## config.mk

```make
export PLATFORM = sky130hd
export DESIGN_NAME = qvfs_core
export DESIGN_NICKNAME = d
export VERILOG_FILES = /design/src/logic/qvfs_core.v /design/src/logic/qvfs_sync.v /design/src/logic/qvfs_timer.v
export VERILOG_INCLUDE_DIRS = /design/src /design/src/logic
export SDC_FILE = /design/constraint.sdc
export NUM_CORES = 1
export LEC_CHECK = 0
export BUFFER_PORTS_ARGS = -buffer_cell sky130_fd_sc_hd__buf_2
export CORE_AREA = 2 2 133 161
export DETAILED_ROUTE_END_ITERATION = 6
export DIE_AREA = 0 0 135 163
export MAX_ROUTING_LAYER = met4
export PLACE_DENSITY = 0.8
export SLEW_MARGIN = 20
export SYNTH_ARGS = -nofsm -noshare
export SYNTH_HDL_FRONTEND = slang
export SYNTH_SLANG_ARGS = --single-unit
```

## constraint.sdc

```tcl
create_clock -name clk -period 2.8 [get_ports clk]
set_clock_uncertainty 0.2 [all_clocks]
set_input_delay 0.42 -clock clk [delete_from_list [all_inputs] [get_ports clk]]
set_output_delay 0.42 -clock clk [all_outputs]
set_load 0.02 [all_outputs]
```

## src/logic/qvfs_consts.vh

```
// Contract
// - A falling valley comparator marks one detected valley.
// - Time-out pulse after sense stays below valley threshold for 6.5 us.
// - Time-out pulses and valleys merge into one valley clock.
// - Short timer runs continuously, cleared only when sense exceeds short threshold.
// - Short timer at 90 ms declares fault; latch off or pause 4 s.
// - Full load: pulse on first valley clock at low line, second at high.
// - Thermal foldback waits a larger, power-dependent valley count.
// - Low line only after below-threshold report persists beyond 25 ms blanking.
// - High line taken immediately when above-threshold report appears.
// - Dimming reference zero below zero level, full above full, linear between.
// - Gate drive inhibited while dimming input is below zero level.
// - Unconnected dimming input reads as full current through internal pull-up.
// - Current-limit trip after limit blanking ends the gate pulse at once.
// - Four consecutive periods above 150% limit declare winding-short fault.
// - Short blanking is much shorter than limit blanking.
// - Auto-recovery pauses 4 s before restart; latching variants stay off.
// - Supply overvoltage stops pulses and enters auto-recovery in every variant.
// - Shutdown overvoltage latches off or auto-recovers per variant.
// - Drive-latch state high throughout on-time, gating feedforward offset.
// - Entering fault state discharges compensation node, except undervoltage lockout.
`ifndef QVFS_CONSTS_VH
`define QVFS_CONSTS_VH
`define QVFS_CLK_HZ          10000000
`define QVFS_TIMEOUT_NS      6500
`define QVFS_TIMEOUT_CYC     ((`QVFS_TIMEOUT_NS * (`QVFS_CLK_HZ / 1000000)) / 1000)
`define QVFS_SHORT_MS        90
`define QVFS_SHORT_CYC       (`QVFS_SHORT_MS * (`QVFS_CLK_HZ / 1000))
`define QVFS_LL_BLANK_MS     25
`define QVFS_LL_BLANK_CYC    (`QVFS_LL_BLANK_MS * (`QVFS_CLK_HZ / 1000))
`define QVFS_RECOVER_S       4
`define QVFS_RECOVER_CYC     (`QVFS_RECOVER_S * `QVFS_CLK_HZ)
`define QVFS_LIMIT_LEB_NS    300
`define QVFS_LIMIT_LEB_CYC   ((`QVFS_LIMIT_LEB_NS * (`QVFS_CLK_HZ / 1000000) + 999) / 1000)
`define QVFS_SHORT_LEB_NS    100
`define QVFS_SHORT_LEB_CYC   ((`QVFS_SHORT_LEB_NS * (`QVFS_CLK_HZ / 1000000) + 999) / 1000)
`define QVFS_WSHORT_COUNT    3'h4
`define QVFS_VALLEY_LL       4'h1
`define QVFS_VALLEY_HL       4'h2
`define QVFS_DIM_W           8
`endif

```

## src/logic/qvfs_core.v

```verilog
`timescale 1ns/1ps
`default_nettype none
`include "qvfs_consts.vh"
module qvfs_core #(
  parameter SHORT_CYC     = `QVFS_SHORT_CYC,
  parameter LL_BLANK_CYC  = `QVFS_LL_BLANK_CYC,
  parameter RECOVER_CYC   = `QVFS_RECOVER_CYC,
  parameter TIMEOUT_CYC   = `QVFS_TIMEOUT_CYC,
  parameter LIMIT_LEB_CYC = `QVFS_LIMIT_LEB_CYC,
  parameter SHORT_LEB_CYC = `QVFS_SHORT_LEB_CYC,
  parameter DIM_W         = `QVFS_DIM_W
) (
  // Clock and reset.
  input  wire             clk,
  input  wire             reset_n,
  // Comparator inputs, asynchronous.
  input  wire             valleyBelow,
  input  wire             auxAboveShort,
  input  wire             lineBelowLow,
  input  wire             lineAboveHigh,
  input  wire             dimBelowZero,
  input  wire             dimAboveFull,
  input  wire             currentLimitTrip,
  input  wire             windingShortTrip,
  input  wire             supplyOvervoltage,
  input  wire             shutdownOvervoltage,
  input  wire             undervoltageLockout,
  // Configuration.
  input  wire             autoRecoverSel,
  input  wire             foldbackActive,
  input  wire [3:0]       foldbackValleys,
  input  wire [DIM_W-1:0] dimLevel,
  // Outputs.
  output reg              gateDrive,
  output reg              driveLatch,
  output reg              compDischarge,
  output reg              lowLine,
  output reg              faultLatched,
  output reg              faultRecovering,
  output reg              auxShortFault,
  output reg              windingShortFault,
  output reg  [DIM_W-1:0] scaledCurrentRef
);
  localparam ST_IDLE   = 2'h0;
  localparam ST_ON     = 2'h1;
  localparam ST_LATCH  = 2'h2;
  localparam ST_PAUSE  = 2'h3;
  localparam [31:0] TO_LIM   = TIMEOUT_CYC;
  localparam [31:0] LLEB_LIM = LIMIT_LEB_CYC;
  localparam [31:0] SLEB_LIM = SHORT_LEB_CYC;

  wire [10:0] syncAll;
  wire        sValley;
  wire        sAuxHi;
  wire        sLineLo;
  wire        sLineHi;
  wire        sDimLo;
  wire        sDimHi;
  wire        sIlim;
  wire        sWsc;
  wire        sVccOv;
  wire        sSdOv;
  wire        sUvlo;
  wire        shortExpired;
  wire        llExpired;
  wire        recoverDone;

  qvfs_sync #(
    .WIDTH (11)
  ) uSync (
    .clk     (clk),
    .reset_n (reset_n),
    .asyncIn ({valleyBelow, auxAboveShort, lineBelowLow, lineAboveHigh, dimBelowZero,
               dimAboveFull, currentLimitTrip, windingShortTrip, supplyOvervoltage,
               shutdownOvervoltage, undervoltageLockout}),
    .syncOut (syncAll)
  );
  assign sValley = syncAll[10];
  assign sAuxHi  = syncAll[9];
  assign sLineLo = syncAll[8];
  assign sLineHi = syncAll[7];
  assign sDimLo  = syncAll[6];
  assign sDimHi  = syncAll[5];
  assign sIlim   = syncAll[4];
  assign sWsc    = syncAll[3];
  assign sVccOv  = syncAll[2];
  assign sSdOv   = syncAll[1];
  assign sUvlo   = syncAll[0];

  reg  [1:0]  state_r;
  reg         valleyPrev_r;
  reg  [31:0] belowCnt_r;
  reg  [31:0] onCnt_r;
  reg  [3:0]  clkCnt_r;
  reg  [2:0]  wscCnt_r;
  reg         wscSeen_r;
  reg  [1:0]  primed_r;
  wire        valleyEdge;
  wire        timeoutPulse;
  wire        valleyClock;
  wire [3:0]  valleyTarget;
  wire        majorFault;
  wire        latchFault;
  wire        pausing;
  wire        wscHit;
  wire        pauseEnd;

  // A valley is the falling of the sense below the valley threshold.
  assign valleyEdge = sValley & ~valleyPrev_r;
  // Time-out pulse each time the sense stays low for the time-out interval.
  assign timeoutPulse = sValley & (belowCnt_r == TO_LIM - 32'h1);
  assign valleyClock  = valleyEdge | timeoutPulse;

  always @(posedge clk or negedge reset_n) begin
    if (!reset_n) begin
      valleyPrev_r <= 1'b0;
      belowCnt_r   <= 32'h0;
    end else begin
      valleyPrev_r <= sValley;
      if (!sValley || timeoutPulse) begin
        belowCnt_r <= 32'h0;
      end else begin
        belowCnt_r <= belowCnt_r + 32'h1;
      end
    end
  end

  // Short-detection timer runs always and clears only above the short threshold.
  qvfs_timer #(
    .WIDTH (32),
    .LIMIT (SHORT_CYC)
  ) uShortTimer (
    .clk     (clk),
    .reset_n (reset_n),
    .clear   (sAuxHi),
    .run     (1'b1),
    .expired (shortExpired)
  );

  // Low-line blanking timer: restarts whenever the below report drops.
  qvfs_timer #(
    .WIDTH (32),
    .LIMIT (LL_BLANK_CYC)
  ) uLineTimer (
    .clk     (clk),
    .reset_n (reset_n),
    .clear   (~sLineLo),
    .run     (1'b1),
    .expired (llExpired)
  );

  always @(posedge clk or negedge reset_n) begin
    if (!reset_n) begin
      lowLine <= 1'b0;
    end else if (sLineHi) begin
      lowLine <= 1'b0;
    end else if (llExpired) begin
      lowLine <= 1'b1;
    end
  end

  // Recovery pause timer, cleared outside the pause state.
  assign pausing = (state_r == ST_PAUSE);
  qvfs_timer #(
    .WIDTH (32),
    .LIMIT (RECOVER_CYC)
  ) uRecoverTimer (
    .clk     (clk),
    .reset_n (reset_n),
    .clear   (~pausing),
    .run     (1'b1),
    .expired (recoverDone)
  );

  assign valleyTarget = foldbackActive ? foldbackValleys :
                        (lowLine ? `QVFS_VALLEY_LL : `QVFS_VALLEY_HL);
  assign wscHit     = (wscCnt_r == `QVFS_WSHORT_COUNT);
  assign pauseEnd   = pausing & recoverDone;
  assign latchFault = ~autoRecoverSel &
                      (shortExpired | windingShortFault | wscHit | sSdOv);
  assign majorFault = shortExpired | sVccOv | sSdOv | windingShortFault |
                      wscHit;

  // Gate sequencing and fault state machine.
  always @(posedge clk or negedge reset_n) begin
    if (!reset_n) begin
      state_r           <= ST_IDLE;
      gateDrive         <= 1'b0;
      driveLatch        <= 1'b0;
      clkCnt_r          <= 4'h0;
      onCnt_r           <= 32'h0;
      wscCnt_r          <= 3'h0;
      wscSeen_r         <= 1'b0;
      compDischarge     <= 1'b0;
      faultLatched      <= 1'b0;
      faultRecovering   <= 1'b0;
    end else begin
      case (state_r)
        ST_IDLE: begin
          gateDrive  <= 1'b0;
          driveLatch <= 1'b0;
          if (majorFault) begin
            // Latching faults hold off; supply overvoltage always recovers.
            state_r         <= (latchFault && !sVccOv) ? ST_LATCH : ST_PAUSE;
            faultLatched    <= latchFault & ~sVccOv;
            faultRecovering <= ~(latchFault & ~sVccOv);
            compDischarge   <= ~sUvlo;
            clkCnt_r        <= 4'h0;
            wscCnt_r        <= 3'h0;
          end else if (sDimLo) begin
            clkCnt_r <= 4'h0;
          end else if (valleyClock) begin
            if (clkCnt_r + 4'h1 >= valleyTarget) begin
              clkCnt_r   <= 4'h0;
              state_r    <= ST_ON;
              gateDrive  <= 1'b1;
              driveLatch <= 1'b1;
              onCnt_r    <= 32'h0;
              wscSeen_r  <= 1'b0;
            end else begin
              clkCnt_r <= clkCnt_r + 4'h1;
            end
          end
        end
        ST_ON: begin
          onCnt_r <= onCnt_r + 32'h1;
          if (sWsc && (onCnt_r >= SLEB_LIM)) begin
            wscSeen_r <= 1'b1;
          end
          if (majorFault || sDimLo || (sIlim && (onCnt_r >= LLEB_LIM))) begin
            state_r    <= ST_IDLE;
            gateDrive  <= 1'b0;
            driveLatch <= 1'b0;
            if (wscSeen_r || (sWsc && (onCnt_r >= SLEB_LIM))) begin
              wscCnt_r <= (wscCnt_r == `QVFS_WSHORT_COUNT) ? wscCnt_r : wscCnt_r + 3'h1;
            end else begin
              wscCnt_r <= 3'h0;
            end
          end
        end
        ST_LATCH: begin
          gateDrive  <= 1'b0;
          driveLatch <= 1'b0;
        end
        ST_PAUSE: begin
          gateDrive  <= 1'b0;
          driveLatch <= 1'b0;
          if (recoverDone) begin
            state_r           <= ST_IDLE;
            faultRecovering   <= 1'b0;
            compDischarge     <= 1'b0;
            wscCnt_r          <= 3'h0;
          end
        end
        default: begin
          state_r <= ST_IDLE;
        end
      endcase
    end
  end

  // Sticky fault flags; a fault event in the cycle the pause ends wins over the clear.
  always @(posedge clk or negedge reset_n) begin
    if (!reset_n) begin
      auxShortFault     <= 1'b0;
      windingShortFault <= 1'b0;
    end else begin
      if (shortExpired) begin
        auxShortFault <= 1'b1;
      end else if (pauseEnd) begin
        auxShortFault <= 1'b0;
      end
      if (wscHit) begin
        windingShortFault <= 1'b1;
      end else if (pauseEnd) begin
        windingShortFault <= 1'b0;
      end
    end
  end

  // Dimming reference: full until the synchroniser has filled, then zero, full or linear.
  always @(posedge clk or negedge reset_n) begin
    if (!reset_n) begin
      primed_r         <= 2'h0;
      scaledCurrentRef <= {DIM_W{1'b1}};
    end else begin
      primed_r <= {primed_r[0], 1'b1};
      if (!primed_r[1]) begin
        scaledCurrentRef <= {DIM_W{1'b1}};
      end else if (sDimLo) begin
        scaledCurrentRef <= {DIM_W{1'b0}};
      end else if (sDimHi) begin
        scaledCurrentRef <= {DIM_W{1'b1}};
      end else begin
        scaledCurrentRef <= dimLevel;
      end
    end
  end
endmodule // qvfs_core
`default_nettype wire

```

## src/logic/qvfs_sync.v

```verilog
`timescale 1ns/1ps
`default_nettype none
module qvfs_sync #(
  parameter WIDTH = 1
) (
  // Clock and reset.
  input  wire             clk,
  input  wire             reset_n,
  // Data.
  input  wire [WIDTH-1:0] asyncIn,
  output reg  [WIDTH-1:0] syncOut
);
  reg [WIDTH-1:0] meta_r;

  // Two-flop synchroniser for comparator outputs.
  always @(posedge clk or negedge reset_n) begin
    if (!reset_n) begin
      meta_r  <= {WIDTH{1'b0}};
      syncOut <= {WIDTH{1'b0}};
    end else begin
      meta_r  <= asyncIn;
      syncOut <= meta_r;
    end
  end
endmodule // qvfs_sync
`default_nettype wire

```

## src/logic/qvfs_timer.v

```verilog
`timescale 1ns/1ps
`default_nettype none
module qvfs_timer #(
  parameter WIDTH = 32,
  parameter LIMIT = 1
) (
  // Clock and reset.
  input  wire clk,
  input  wire reset_n,
  // Control.
  input  wire clear,
  input  wire run,
  // Status: level high once the count reached its limit.
  output reg  expired
);
  localparam [WIDTH-1:0] LIM = LIMIT;
  reg [WIDTH-1:0] count_r;

  // Counts clock cycles while run; holds at limit.
  always @(posedge clk or negedge reset_n) begin
    if (!reset_n) begin
      count_r <= {WIDTH{1'b0}};
      expired <= 1'b0;
    end else if (clear) begin
      count_r <= {WIDTH{1'b0}};
      expired <= 1'b0;
    end else if (run && (count_r != LIM)) begin
      count_r <= count_r + 1'b1;
      expired <= (count_r + 1'b1) == LIM;
    end
  end
endmodule // qvfs_timer
`default_nettype wire

```

; Yosys cells after proc, flatten, opt, wreduce, memory -nomap -nowiden
; Index checks and enable logic that the tools add are counted.
[totals]
ff_bits = 213
inputBits = 27
out_inout_bits = 16
wordCells = 166
[classes]
add_sub_neg = 7
order_cmp = 3
eq_ne = 25
muxes = 63
bitwise = 18
n_reduce_logical = 26
[op_table]
columns = op, count
row1 = 32-bit two-way mux, 11
row2 = "32-bit by 1-bit adder with 32-bit output, second input constant", 5
row3 = 32-bit one-hot mux with 2 select lines, 1
row4 = "32-bit by 18-bit equality test with 1-bit output, second input constant", 1
row5 = "32-bit by 20-bit equality test with 1-bit output, second input constant", 1
row6 = "32-bit by 26-bit equality test with 1-bit output, second input constant", 1
row7 = "32-bit by 7-bit equality test with 1-bit output, second input constant", 1
row8 = "32-bit by 1-bit >= comparator with 1-bit output, second input constant", 1
row9 = "32-bit by 2-bit >= comparator with 1-bit output, second input constant", 1
row10 = "32-bit by 18-bit != test with 1-bit output, second input constant", 1
row11 = "32-bit by 20-bit != test with 1-bit output, second input constant", 1
row12 = "32-bit by 26-bit != test with 1-bit output, second input constant", 1
row13 = 1-bit two-way mux, 25
row14 = 8-bit two-way mux, 3
row15 = 4-bit two-way mux, 5
row16 = 3-bit two-way mux, 5
row17 = 2-bit two-way mux, 7
row18 = "2-bit != test, second input constant", 7
row19 = "3-bit != test, second input constant", 4
row20 = 6-bit AND reduction, 2
row21 = 2-bit nonzero test, 6
row22 = 5-bit AND reduction, 2
row23 = 3-bit one-hot mux with 3 select lines, 1
row24 = 1-bit bitwise OR, 8
row25 = other kinds (20), 41

; Logic depth before layout (Yosys ltp)
; Gate-level depths: netlist of run 1.
[logic_depth]
ltp_word = 8
ltp_mapped = 13
ltp_nobuf = 11

; Cells and area by module
; From an unflattened synthesis of run 1, not the netlist that was laid out.
[hier_totals]
cells_unflattened = 1376
area_unflattened_um2 = 12306.8
[by_module_without_submodules]
columns = mod, instances, cells_each, area_per_inst_um2, seq_area_each_um2
row1 = qvfs_core, 1, 538, 4988.5, 2312.2
row2 = qvfs_timer at uLineTimer, 1, 285, 2329.7, 825.8
row3 = qvfs_timer at uRecoverTimer, 1, 268, 2239.6, 825.8
row4 = qvfs_timer at uShortTimer, 1, 263, 2198.4, 825.8
row5 = qvfs_sync, 1, 22, 550.5, 550.5

; Least setup slack after synthesis of run 1
; Ideal clock, no wire load.
[synth_path]
path_type = register to register
startpoint = register wscCnt_r[0]
endpoint = register onCnt_r[10]
setup_time_ps = 143
arrival_ps = 2601
required_time_ps = 2457
slack_ps = -144
stages_incl_launch_ff = 12
path_buffers = 2
synth_period_minus_slack_ps = 2944
path_cell_list = dfrtp_1 -> inv_1 -> ha_1 -> a2111oi_2 -> nand2b_1 -> or2_1 -> nor3_2 -> a21oi_1 -> clkbuf_1 -> clkbuf_1 -> nor2_1 -> a31oi_1
[synth_between]
elab_chain_cells = 4
[synth_rtl]
columns = element, line
row1 = start: declaration, qvfs_core.v:95  ; reg [2:0] wscCnt_r;
row2 = start signal: assignment, qvfs_core.v:235  ; wscCnt_r <= (wscCnt_r == `QVFS_WSHORT_COUNT) ? wscCnt_r : wscCnt_r + 3'h1;
row3 = 3-bit equality test (no source line), -
row4 = 1-bit bitwise OR, qvfs_core.v:181  ; assign majorFault = shortExpired | sVccOv | sSdOv | windingShortFault |
row5 = 2-bit != test (no source line), -
row6 = 5-bit AND reduction (no source line), -
row7 = end signal: assignment, qvfs_core.v:226  ; onCnt_r <= onCnt_r + 32'h1;
row8 = end: declaration, qvfs_core.v:93  ; reg [31:0] onCnt_r;
; No other way between the ends.
; A chain may end at the register's enable or synchronous reset.

; Worst setup path after layout of run 1
[layout_path]
startpoint = register wscCnt_r[1]
endpoint = register onCnt_r[6]
; Same word-level chain as after synthesis.

==> results of run 1 <==
==> how the worst min path moves through the flow <==
stage,depth (start not counted),to,slack [ns]
2_1_floorplan,0,auxShortFault,-0.08
5_1_grt,3,faultRecovering,0.09
4_1_cts,3,faultRecovering,0.06
3_3_place_gp,0,primed_r[1],0.13
6_report,3,faultRecovering,0.09
3_5_place_dp,0,primed_r[1],0.14
==> layout make-up <==
cell class                 instances  area (um^2)
sequential                       213         5340
multi-input combinational        949         5940
clock inverter                    10          178
inverter                          32          120
fill                            1599         6750
tap                              270          338
timing repair buffer             169         1250
clock buffer                      33          696
==> stage by stage <==
stage | std cells | area [um^2]
floorplan | 1254 | 11600
global placement | 1605 | 12600
detailed placement | 1605 | 12600
CTS | 1668 | 13700
global route | 1676 | 13900
finish | 1676 | 13900
==> flip-flops by register name, indices dropped and copies added (netlist names), 3 cells and up <==
signal,count
uShortTimer.count_r,32
scaledCurrentRef,8
belowCnt_r,32
uLineTimer.count_r,32
uSync.syncOut,11
clkCnt_r,4
uSync.meta_r,11
onCnt_r,32
uRecoverTimer.count_r,32
wscCnt_r,3
==> power by group <==
| group | total [W] | switching [W] | internal (W) | leakage, nW |
|---|---|---|---|---|
| registers | 0.00329 | 0.000106 | 0.00318 | 2.82 |
| logic | 0.000733 | 0.000435 | 0.000298 | 2.63 |
| clock network | 0.00342 | 0.00123 | 0.00219 | 0.428 |
==> layer usage <==
metal,global-route usage,share of wire,up-vias
li1,-,-,4723
met1,0.327,0.42,4820
met2,0.455,0.51,282
met3,0.0240,0.043,76
met4,0.0919,0.031,0
met5,-,0,-
==> logic make-up (layout without fill, tap and decap cells) <==
group	Yosys count	in the layout	share of synthesized area
and+or+nand+nor	629	629	0.291
other	1	1	0.000325
buffers and inverters	92	244	0.0340
muxes	9	9	0.00823
xor gates and xnor gates	123	123	0.0932
adders and majority gates	21	21	0.0227
DFF	213	213	0.462
AOI/OAI and AO/OA	166	166	0.0880
==> worst max-delay path, cell delays in order, from the launching register on <==
cell and delay [ns]:
dfrtp_1 0.38, inv_2 0.06, ha_4 0.17, a2111oi_4 0.40, nand2b_1 0.16, or2_4 0.29, nor3_4 0.13, a21oi_2 0.09
buf_12 0.16, buf_4 0.16, or3_4 0.37, a21oi_2 0.15
==> timing repair <==
item	in CTS	in global routing
setup endpoints to repair	3	18
gates resized for setup	4	15
endpoints found under the hold margin	98	0
pin swaps	2	9
buffers inserted	0	8
hold buffers	20	0
==> synthesized netlist by cell type, types with 3 or more instances <==
library cell | instances | area share
a21o_1 | 5 | 0.0032
a21oi_1 | 47 | 0.020
a22o_1 | 3 | 0.0023
a22oi_1 | 3 | 0.0019
a31oi_1 | 14 | 0.0076
a32o_1 | 3 | 0.0026
a41oi_1 | 3 | 0.0023
and2_1 | 11 | 0.0060
and3_1 | 27 | 0.015
and4_1 | 13 | 0.0099
buf_2 | 3 | 0.0013
buf_4 | 4 | 0.0026
clkbuf_1 | 49 | 0.016
dfrtp_1 | 205 | 0.44
dfstp_2 | 8 | 0.018
ha_1 | 21 | 0.023
inv_1 | 32 | 0.010
mux2_2 | 4 | 0.0039
mux2i_1 | 5 | 0.0043
nand2_1 | 91 | 0.030
nand2b_1 | 15 | 0.0081
nand3_1 | 76 | 0.033
nand3b_1 | 6 | 0.0039
nand4_1 | 55 | 0.030
nand4b_1 | 5 | 0.0038
nor2_1 | 170 | 0.055
nor2b_1 | 13 | 0.0070
nor3_1 | 31 | 0.013
nor3b_1 | 7 | 0.0045
nor4_1 | 35 | 0.019
nor4b_1 | 10 | 0.0076
nor4bb_1 | 3 | 0.0026
o21a_1 | 4 | 0.0026
o21ai_0 | 54 | 0.023
o31ai_1 | 9 | 0.0058
or2_2 | 6 | 0.0032
or3_1 | 23 | 0.012
or4_1 | 14 | 0.0091
xnor2_1 | 60 | 0.045
xor2_1 | 63 | 0.048
==> impl.org, run 1 <==
** Logic synthesis
- Number of synthesized flops with an enable pin :: 0
- Leading register cell type out of synthesis :: dfrtp_1
- Synthesized flop and latch total :: roughly 210
- Synth cell types :: 77
- Of all flip-flops after synthesis, the portion carrying an async set or reset was 1.00.
- Post-synthesis sequential area ratio :: 0.462
- In the synthesized netlist, the number of instances is 1254.
- Yosys warning count :: 0
- The mapped netlist covers approximately 0.012 mm^2.
- Per-instance average area after synthesis :: 9.22 um^2
- Net Count, Synth :: about 1300

** Timing
- Slack of the critical path :: slightly above 0.005 ns
- The worst path in the final design needs a cycle of 2.79 ns, including I/O delays and setup.
- The max-slew violation count was 0.
- Derived from the worst setup path, the maximum achievable clock frequency is approximately 0.36 GHz.
- Setup violations remaining at the end of the flow were counted as 0.
- At the pin with the least slew margin, the transition time is 0.621 ns.
- Final Hold Viols :: 0
- Setup repair after global routing missed its margin :: true
- Setup TNS Final :: 0 ns
- In this run the tightest slew margin relative to its limit is 0.582.
- In the finished design, the share of the clock period the worst path needs comes to 0.998.
- The tightest hold path in the finished design has a slack of 0.0853 ns.

** Worst setup path
- Worst reg2reg path depth :: 11
- In this run the worst path has a maximum fanout of 29.
- Termination of the worst setup path :: onCnt_r[6]
- Endpoint of the worst-slack reg-to-reg timing path :: onCnt_r[6]
- The worst setup path is captured at a flip-flop.
- The startpoint identified for the worst register-to-register timing path is wscCnt_r[1].
- Worst setup slack for register-to-register paths :: 0.005 ns
- Critical path startpoint category :: flip-flop
- Startpoint-to-endpoint class of the critical path :: reg2reg
- In this run the worst setup path begins at wscCnt_r[1].
- Data arrives at the worst endpoint at 3.04 ns.
- At the worst endpoint, the required time is around 3.0 ns.

** Routing
- In the routed design, unresolved DRC markers number 0.
- Iteration count of the initial detailed-routing pass :: 5
- Via count of the routed design :: 9901
- After the first detailed-routing iteration, the DRC count stood at 712.
- Summed over all layers, the routed wires come to 27600 um.
- Vias per Instance :: around 5.9
- Dividing the detail-routed wire length by the instance count gives 16.5 um.
- In this run the remaining antenna-violating nets after routing total 0.

** CTS
- CTS placed an instance of clkbuf_16 at the clock tree root.
- TritonCTS built the clock tree.
- At the later pin of the worst-skew pair, clock insertion delay measures between 0.5 and 0.6 ns.
- CTS clk-pin slew, worst paths :: 0.06 ns
- Total CTS buffers :: 24
- Max H-tree Level :: 1
- CTS Buffer Depth :: 3
- Num Clock Sinks :: 213

** Floorplan
- Core area :: 0.0206 mm^2
- Overall die area :: about 0.022 mm^2
- Pin placement for this block handled 43 I/O pins.
- Initial core utilization :: 0.561
- Chip Height :: 163 um
- The die is 135 um wide.
- Rows :: 58

** Job
- Number of maximum-capacitance constraint violations :: 0

** Global routing
- Vias in the first global route :: ~10000
- First-pass GRT wire length :: 46600 um
- Initial antenna violation count :: 0
- Entering global routing, the biggest net connects 85 pins.
- Global routing finished with a remaining overflow of 0.
- In the global route stage, overall resource usage came out at 0.264.

** Place
- IO buf count :: 42
- RD Place Congestion :: between 0.9 and 1
- Timing analysis after detailed placement gives a worst setup slack of -0.00796 ns.
- Detailed placement finished with a half-perimeter wire length of 19200 um.

** Worst hold path
- Hold path startpoint :: autoRecoverSel
- The worst hold path belongs to the class in2reg.

** Finish
- Most common cell after layout, fill and taps aside :: dfrtp_1
- Most used cells in the layout excluding fill and tap cells :: dfrtp_1, nor2_1, buf_4
- Of the cells placed in the final design, the portion with a size suffix greater than 1 is 0.172.
- For this run, the post-layout net count is ~1400.
- The number of antenna diodes in the final layout is 0.
- Relative to the synthesized area, the layout overhead comes to 19.9%.
- Core Util, Final :: 0.672

** Power
- Post-route total power :: 0.00744 W
- For this design the static power due to leakage is 5.88 nW.
- For this design the ratio of total power to cell area is 537 mW/mm^2.
- VDD sags by at most 0.000590 V.

** Status
- Result of the run :: complete, no violations
No activity file was read; power rests on OpenSTA's default activity.
==> run 2, diff against run 1 <==
Settings changed: CORE_AREA 2 2 133 161 to 2 2 169 205, DIE_AREA 0 0 135 163 to 0 0 171 207, PLACE_DENSITY 0.8 to 0.54.
==> impl.org, run 2 (same netlist as run 1, synthesis figures left out) <==
** Worst setup path
- Counting both buffers and inverters, the worst setup path holds a total of 2.
- Critical path peak fanout :: 7
- For this design, the slowest cell found on the critical path is or4_4.
- The largest single stage delay on the critical path is 0.47 ns.
- Among cell families on the critical path, the largest total delay comes from simple AND/OR/NAND/NOR gates.
- The signal on the critical path passes through inv_1, ha_2, a2111oi_4, nand2b_1, or2_4, nor3_4, a21oi_4, buf_12, or4_4, a21oi_2.
- Critical path startpoint category :: flip-flop
- Data required time of the critical path :: 3.06 ns
- At the worst endpoint, the arrival time is 3.00 ns.
- Startpoint-to-endpoint class of the critical path :: reg2reg
- Capturing element type of the critical path :: flip-flop

** Finish
- Ratio of cells with drive above 1 in the final layout :: 0.215
- The finished cells cover 0.0145 mm^2.
- Leaving out fill and tap cells, the most frequent cell in the layout is dfrtp_1.
- The final layout contains 1474 nets.
- The area growth from synthesis to layout is 25.8%.
- Most used cells in the layout excluding fill and tap cells :: dfrtp_1, nor2_1, buf_4

** Status
- Result of the run :: complete, no violations

** Timing
- Setup violations remaining at the end of the flow were counted as 0.
- Counting I/O delays and the setup requirement, the final critical path takes 2.74 ns.
- Setup repair after global routing missed its margin :: true
- Final max-slew violation count :: 0
- The number of hold violations in the final report is 0.
- For this run, the top clock speed supported by timing is 0.364 GHz.
- Across all setup checks in the final design, the least slack found is 0.0563 ns.
- Headroom to the max-slew limit came out at 0.646.
- Final critical-path share of the clock period :: 0.980
- Transition time at the pin with the least slew margin :: about 0.53 ns

** Power
- Of the total power, the share spent switching nets is 0.256.
- In this run the power density over the cells is 517 mW/mm^2.
- VDD sags by at most 0.000372 V.
- Combinational share of power :: 0.113
- Total internal power :: 0.00559 W
- Of the total power, the clock network draws 0.449.
- In this run the static leakage power is a little over 6 nW.
- Sw power :: ~0.0019 W
- Share of total power in sequential cells :: 0.438

** CTS
- Max H-tree Level :: 1
- TritonCTS built the clock tree.
- After clock tree synthesis, the clock-pin slew on the worst setup and hold paths is 0.06 ns.
- The later pin in the worst-skew pair is clocked with a latency of roughly 0.53 ns.
- CTS root buffer :: clkbuf_16
- The clock passes through at most 3 buffers.
- Num Clock Sinks :: 213
- Total CTS buffers :: 25

** Floorplan
- In this run the vertical extent of the chip is 207 um.
- The floorplan step defined a die boundary enclosing about 0.035 mm^2.
- From left edge to right edge, the die measures 171 um.
- Rows :: 74
- The initial utilization of the core area, before any placement, comes to 0.345.
- The core region is 0.0335 mm^2.
- In this run the count of I/O pins placed on the die edge is 43.

** Place
- DP Wirelength :: 20900 um
- OpenSTA, run right after detailed placement, puts the worst setup slack at -0.0285 ns.
- Placed cell area :: 0.0131 mm^2
- The congestion estimate from routability-driven global placement came to 0.858.
- IO buf count :: 42

** Global routing
- Pin count of the biggest net entering global routing :: 67
- Aggregate global routing overflow :: 0
- Initial antenna violation count :: 1
- First-pass GRT wire length :: between 40000 and 50000 um
- GRT Total Usage :: 0.175
- The via count of the first global-routing pass is 9679.

** Routing
- Starting DRT DRC Count :: 607
- The detail route stage leaves a number of antenna-violating nets equal to 0.
- Iteration count of the initial detailed-routing pass :: 5
- After detailed routing, the total wire length is about 30000 um.
- Remaining DRCs :: 0
- Via count of the routed design :: about 9700
- Routed WL per cell :: 15.6 um
- Vias per Instance :: 5.13

** Worst hold path
- The path class of the tightest hold or removal check is in2reg.

** Job
- Max-cap violations in this run came to 0.
run 2: changes by cell type in the layout (fill, tap and decap cells not counted), sizes merged:
cell    previous run  this run
diode              0         1
bufinv             5         3
buf              149       184
clkinv             4         9
run 2: path summary, 6_finish.rpt:
kind | from | endpoint | slack [ns] | cells after the start
min in group asynchronous | reset_n | uSync.meta_r[8] | 0.24 | 2
worst max register to register | wscCnt_r[1] | onCnt_r[21] | 0.06 | 10
worst min-delay path | autoRecoverSel | faultRecovering | 0.05 | 3
max in group asynchronous | reset_n | uRecoverTimer.count_r[26] | 1.39 | 3
worst min register to register | uSync.meta_r[9] | uSync.syncOut[9] | 0.15 | 0
worst max-delay path | wscCnt_r[1] | onCnt_r[21] | 0.06 | 10
run 2: layout make-up:
type | count | area [um^2]
multi-input combinational | 949 | 6060
timing repair buffer | 205 | 1580
tap | 456 | 571
fill | 3312 | 19000
sequential | 213 | 5340
clock buffer | 32 | 692
inverter | 32 | 120
antenna | 1 | 2.50
clock inverter | 13 | 165
run 2: routing by layer:
metal / routed length, um / track usage / up-vias
met1: 13300 / 0.227 / 4734
met2: 14700 / 0.287 / 161
met3: 1100 / 0.0227 / 44
met5: 0 / - / -
li1: - / - / 4808
met4: 650 / 0.0517 / 0
run 2: worst reg2reg max path, delay by kind of cell (launching register included):
kind | cells | cell delay, ns
AND/OR/NAND/NOR | 4 | 1.06
buffers and inverters | 2 | 0.21
flip-flops | 1 | 0.34
AO/OA/AOI/OAI | 3 | 0.66
adder cells (fa/ha/maj) | 1 | 0.20
run 2: through the flow:
stage	utilization	cells	setup TNS (ns)	hold slack, ns	power [W]
after floorplan	-	1254	0	-0.0756	0.00370
after global placement	0.391	1819	0	0.134	0.00406
after detailed placement	0.391	1819	-0.0480	0.135	0.00408
after CTS	0.424	1885	0	0.0161	0.00754
after global routing	0.434	1901	-0.933	0.0840	0.00787
final	0.434	1901	0	0.0463	0.00751
run 2: what timing repair did:
item,4_1_cts,5_1_grt
setup endpoints to repair,8,13
gates resized for setup,5,56
endpoints found under the hold margin,77,0
buffers inserted,1,14
cloned,0,1
hold buffers,20,0
pin swaps,4,45
run 2: power groups by stage:
| stage | clock, W | combinational [W] | sequential, W |
|---|---|---|---|
| after floorplan | 0 | 0.000367 | 0.00333 |
| after global placement | 0 | 0.000722 | 0.00334 |
| after detailed placement | 0 | 0.000737 | 0.00334 |
| after CTS | 0.00349 | 0.000772 | 0.00329 |
| after global routing | 0.00362 | 0.000946 | 0.00330 |
| final | 0.00338 | 0.000848 | 0.00329 |
==> run 3, diff against run 2 <==
Settings changed: PLACE_DENSITY 0.54 to 0.53.
Clock period 2.8 ns to 3.2 ns, I/O delays scaled along.
==> impl.org, run 3 (same netlist as run 1, synthesis figures left out) <==
** Power
- Sw power :: 0.00160 W
- Of the total power, combinational logic draws 0.083.
- For this design the ratio of total power to cell area is 479 mW/mm^2.
- Of the total power, the clock network draws 0.469.
- Post-route total power :: 0.00648 W
- Cell internal power was estimated by the tool at 0.00488 W.
- Sw frac :: 0.247
- IR drop worst, VDD :: between 0.0003 and 0.0004 V
- In this run the static leakage power is between 5 and 6 nW.
- Share of total power in sequential cells :: 0.448

** Routing
- Highest metal used :: met4
- Starting DRT DRC Count :: around 640
- Routed WL per cell :: 15.4 um
- Wire length on met2 :: 13300 um
- Wire length on met3 :: 1100 um
- Iteration count of the initial detailed-routing pass :: 5
- Vias per Instance :: 5.19
- Routed WL :: 27700 um
- The detail route stage leaves a number of antenna-violating nets equal to 0.
- After detailed routing, the wire length on met1 is 12700 um.
- Remaining DRCs :: 0
- Via count of the routed design :: 9331

** Job
- Number of maximum-capacitance constraint violations :: 0

** Floorplan
- Initial core utilization :: 0.345
- The core region is 0.0335 mm^2.
- The die covers 0.0354 mm^2.
- Number of ports placed on the die boundary :: 43
- Measured along the x axis, the die boundary spans 171 um.
- Rows :: 74
- The die is 207 um tall.

** Global routing
- The initial antenna violation count was 1.
- GRT Total Usage :: 0.164
- The first global-routing pass estimated 47000 um of wire.
- Aggregate global routing overflow :: 0
- Entering global routing, the biggest net connects 76 pins.
- The via count of the first global-routing pass came to 9152.

** Finish
- Final-stage net count :: 1373
- Most used cells in the layout excluding fill and tap cells :: dfrtp_1, nor2_1, nand2_1
- Number of diodes :: 0
- Of the cells placed in the final design, the portion with a size suffix greater than 1 is 0.123.
- From synthesis to final layout, the design area changed by 17.1%.
- Number of cells in the finished layout apart from fillers :: 1799
- Most common cell after layout, fill and taps aside :: dfrtp_1

** Worst setup path
- Endpoint of the worst-slack reg-to-reg timing path :: uShortTimer.expired
- Critical path peak fanout :: 6
- Capturing element type of the critical path :: flip-flop
- Data arrival time of the critical path :: between 3 and 4 ns
- The worst setup path is launched from a flip-flop.
- Across all register-to-register paths, the minimum setup slack is slightly below 0.2 ns.
- The worst register-to-register path begins at uShortTimer.count_r[1].
- Startpoint-to-endpoint class of the critical path :: reg2reg
- Measured in cells, the most critical reg-to-reg path has a length of 9.
- STA puts the critical path data required time at between 3 and 4 ns.

** Status
- Result of the run :: complete, no violations

** Timing
- At the pin with the least slew margin, the transition time is between 0.7 and 0.8 ns.
- Min Tclk post-route :: 3.01 ns
- Final-report setup violation count :: 0
- Max-Slew Margin vs Limit :: 0.502
- Max Clk Rate :: roughly 0.33 GHz
- Setup TNS Final :: 0 ns
- Slack of the critical path :: approximately 0.19 ns
- In the finished design, the share of the clock period the worst path needs comes to 0.940.
- The max-slew violation count is 0.
- Setup repair after global routing missed its margin :: false
- Hold is met by 0.0320 ns.
- The number of hold violations in the final report is 0.

** CTS
- Max H-tree Level :: 1
- Clock tree from TritonCTS :: done
- The clock passes through at most 3 buffers.
- CTS clk-pin slew, worst paths :: 0.06 ns
- Total CTS buffers :: 25
- Num Clock Sinks :: 213
- Post-CTS Setup Inserts :: 0
- The cell sitting at the root of the clock tree is a clkbuf_16.
- The clock reaches the later pin of the worst-skew pair after 0.54 ns.

** Place
- After detailed placement, the design holds a cell count of 1735.
- Worst setup slack before clock tree synthesis :: ~0.15 ns
- DP Wirelength :: slightly below 20000 um
- IO buf count :: between 40 and 50
- RD Place Congestion :: 0.852

** Worst hold path
- Number of stages on the worst hold path :: 3
- The path with the worst hold slack has its endpoint at scaledCurrentRef[7].
- The min-delay analysis places its worst path in the category in2reg.
- In this run the most critical hold path is launched from dimLevel[7].
[run 3: cell count changes in the layout (fill, tap and decap cells not counted), moves of 6 or more]
cell	before	now
clkinv_4	6	0
or4_4	7	0
or4_1	7	14
a21oi_2	9	1
buf_4	133	40
a21oi_1	37	46
[run 3: layer usage]
layer / vias up / GRT usage
met1: 4528 / 0.212
li1: 4589 / -
met4: 0 / 0.0491
met3: 43 / 0.0189
met5: - / -
met2: 171 / 0.271
[run 3: layout make-up]
type | instances | area, um^2
clock buffer | 34 | 719
sequential | 213 | 5340
timing repair buffer | 104 | 771
tap | 456 | 571
inverter | 32 | 120
multi-input combinational | 949 | 5850
clock inverter | 11 | 161
fill | 3383 | 20000
[run 3: repair_timing]
item                                    4_1_cts  5_1_grt
hold endpoints to repair                     82        0
hold buffers                                 19        0
endpoints found under the setup margin        0       16
gates resized for setup                       0        3
[run 3: worst max-delay path by stage]
stage	start	endpoint	slack [ns]	cells after the start
3_3_place_gp	uShortTimer.count_r[0]	uShortTimer.expired	0.23	9
5_1_grt	uShortTimer.count_r[1]	uShortTimer.expired	0.01	8
3_5_place_dp	uShortTimer.count_r[0]	uShortTimer.expired	0.15	9
4_1_cts	uShortTimer.count_r[0]	uShortTimer.expired	0.13	9
6_report	uShortTimer.count_r[1]	uShortTimer.expired	0.19	9
2_1_floorplan	wscCnt_r[0]	onCnt_r[10]	0.26	11
[run 3: critical path, stage by stage (launching register included)]
cell	delay [ns]
dfrtp_1	0.46
inv_1	0.11
ha_1	0.20
nor4b_1	0.14
nand4_1	0.12
nor4_2	0.06
or2_4	0.22
or4_1	0.51
or4_1	0.55
o41ai_2	0.34
[run 3: per-stage QoR]
step	instance area [um^2]	utilization
floorplan	11600	-
global placement	12400	0.371
detailed placement	12400	0.371
CTS	13500	0.403
global route	13500	0.404
finish	13500	0.404
[run 3: power groups by stage]
stage | combinational, W | sequential (W) | clock [W]
after floorplan | 0.000316 | 0.00291 | 0
after global placement | 0.000522 | 0.00295 | 0
after detailed placement | 0.000529 | 0.00295 | 0
after CTS | 0.000548 | 0.00290 | 0.00315
after global routing | 0.000611 | 0.00292 | 0.00324
final | 0.000539 | 0.00290 | 0.00304
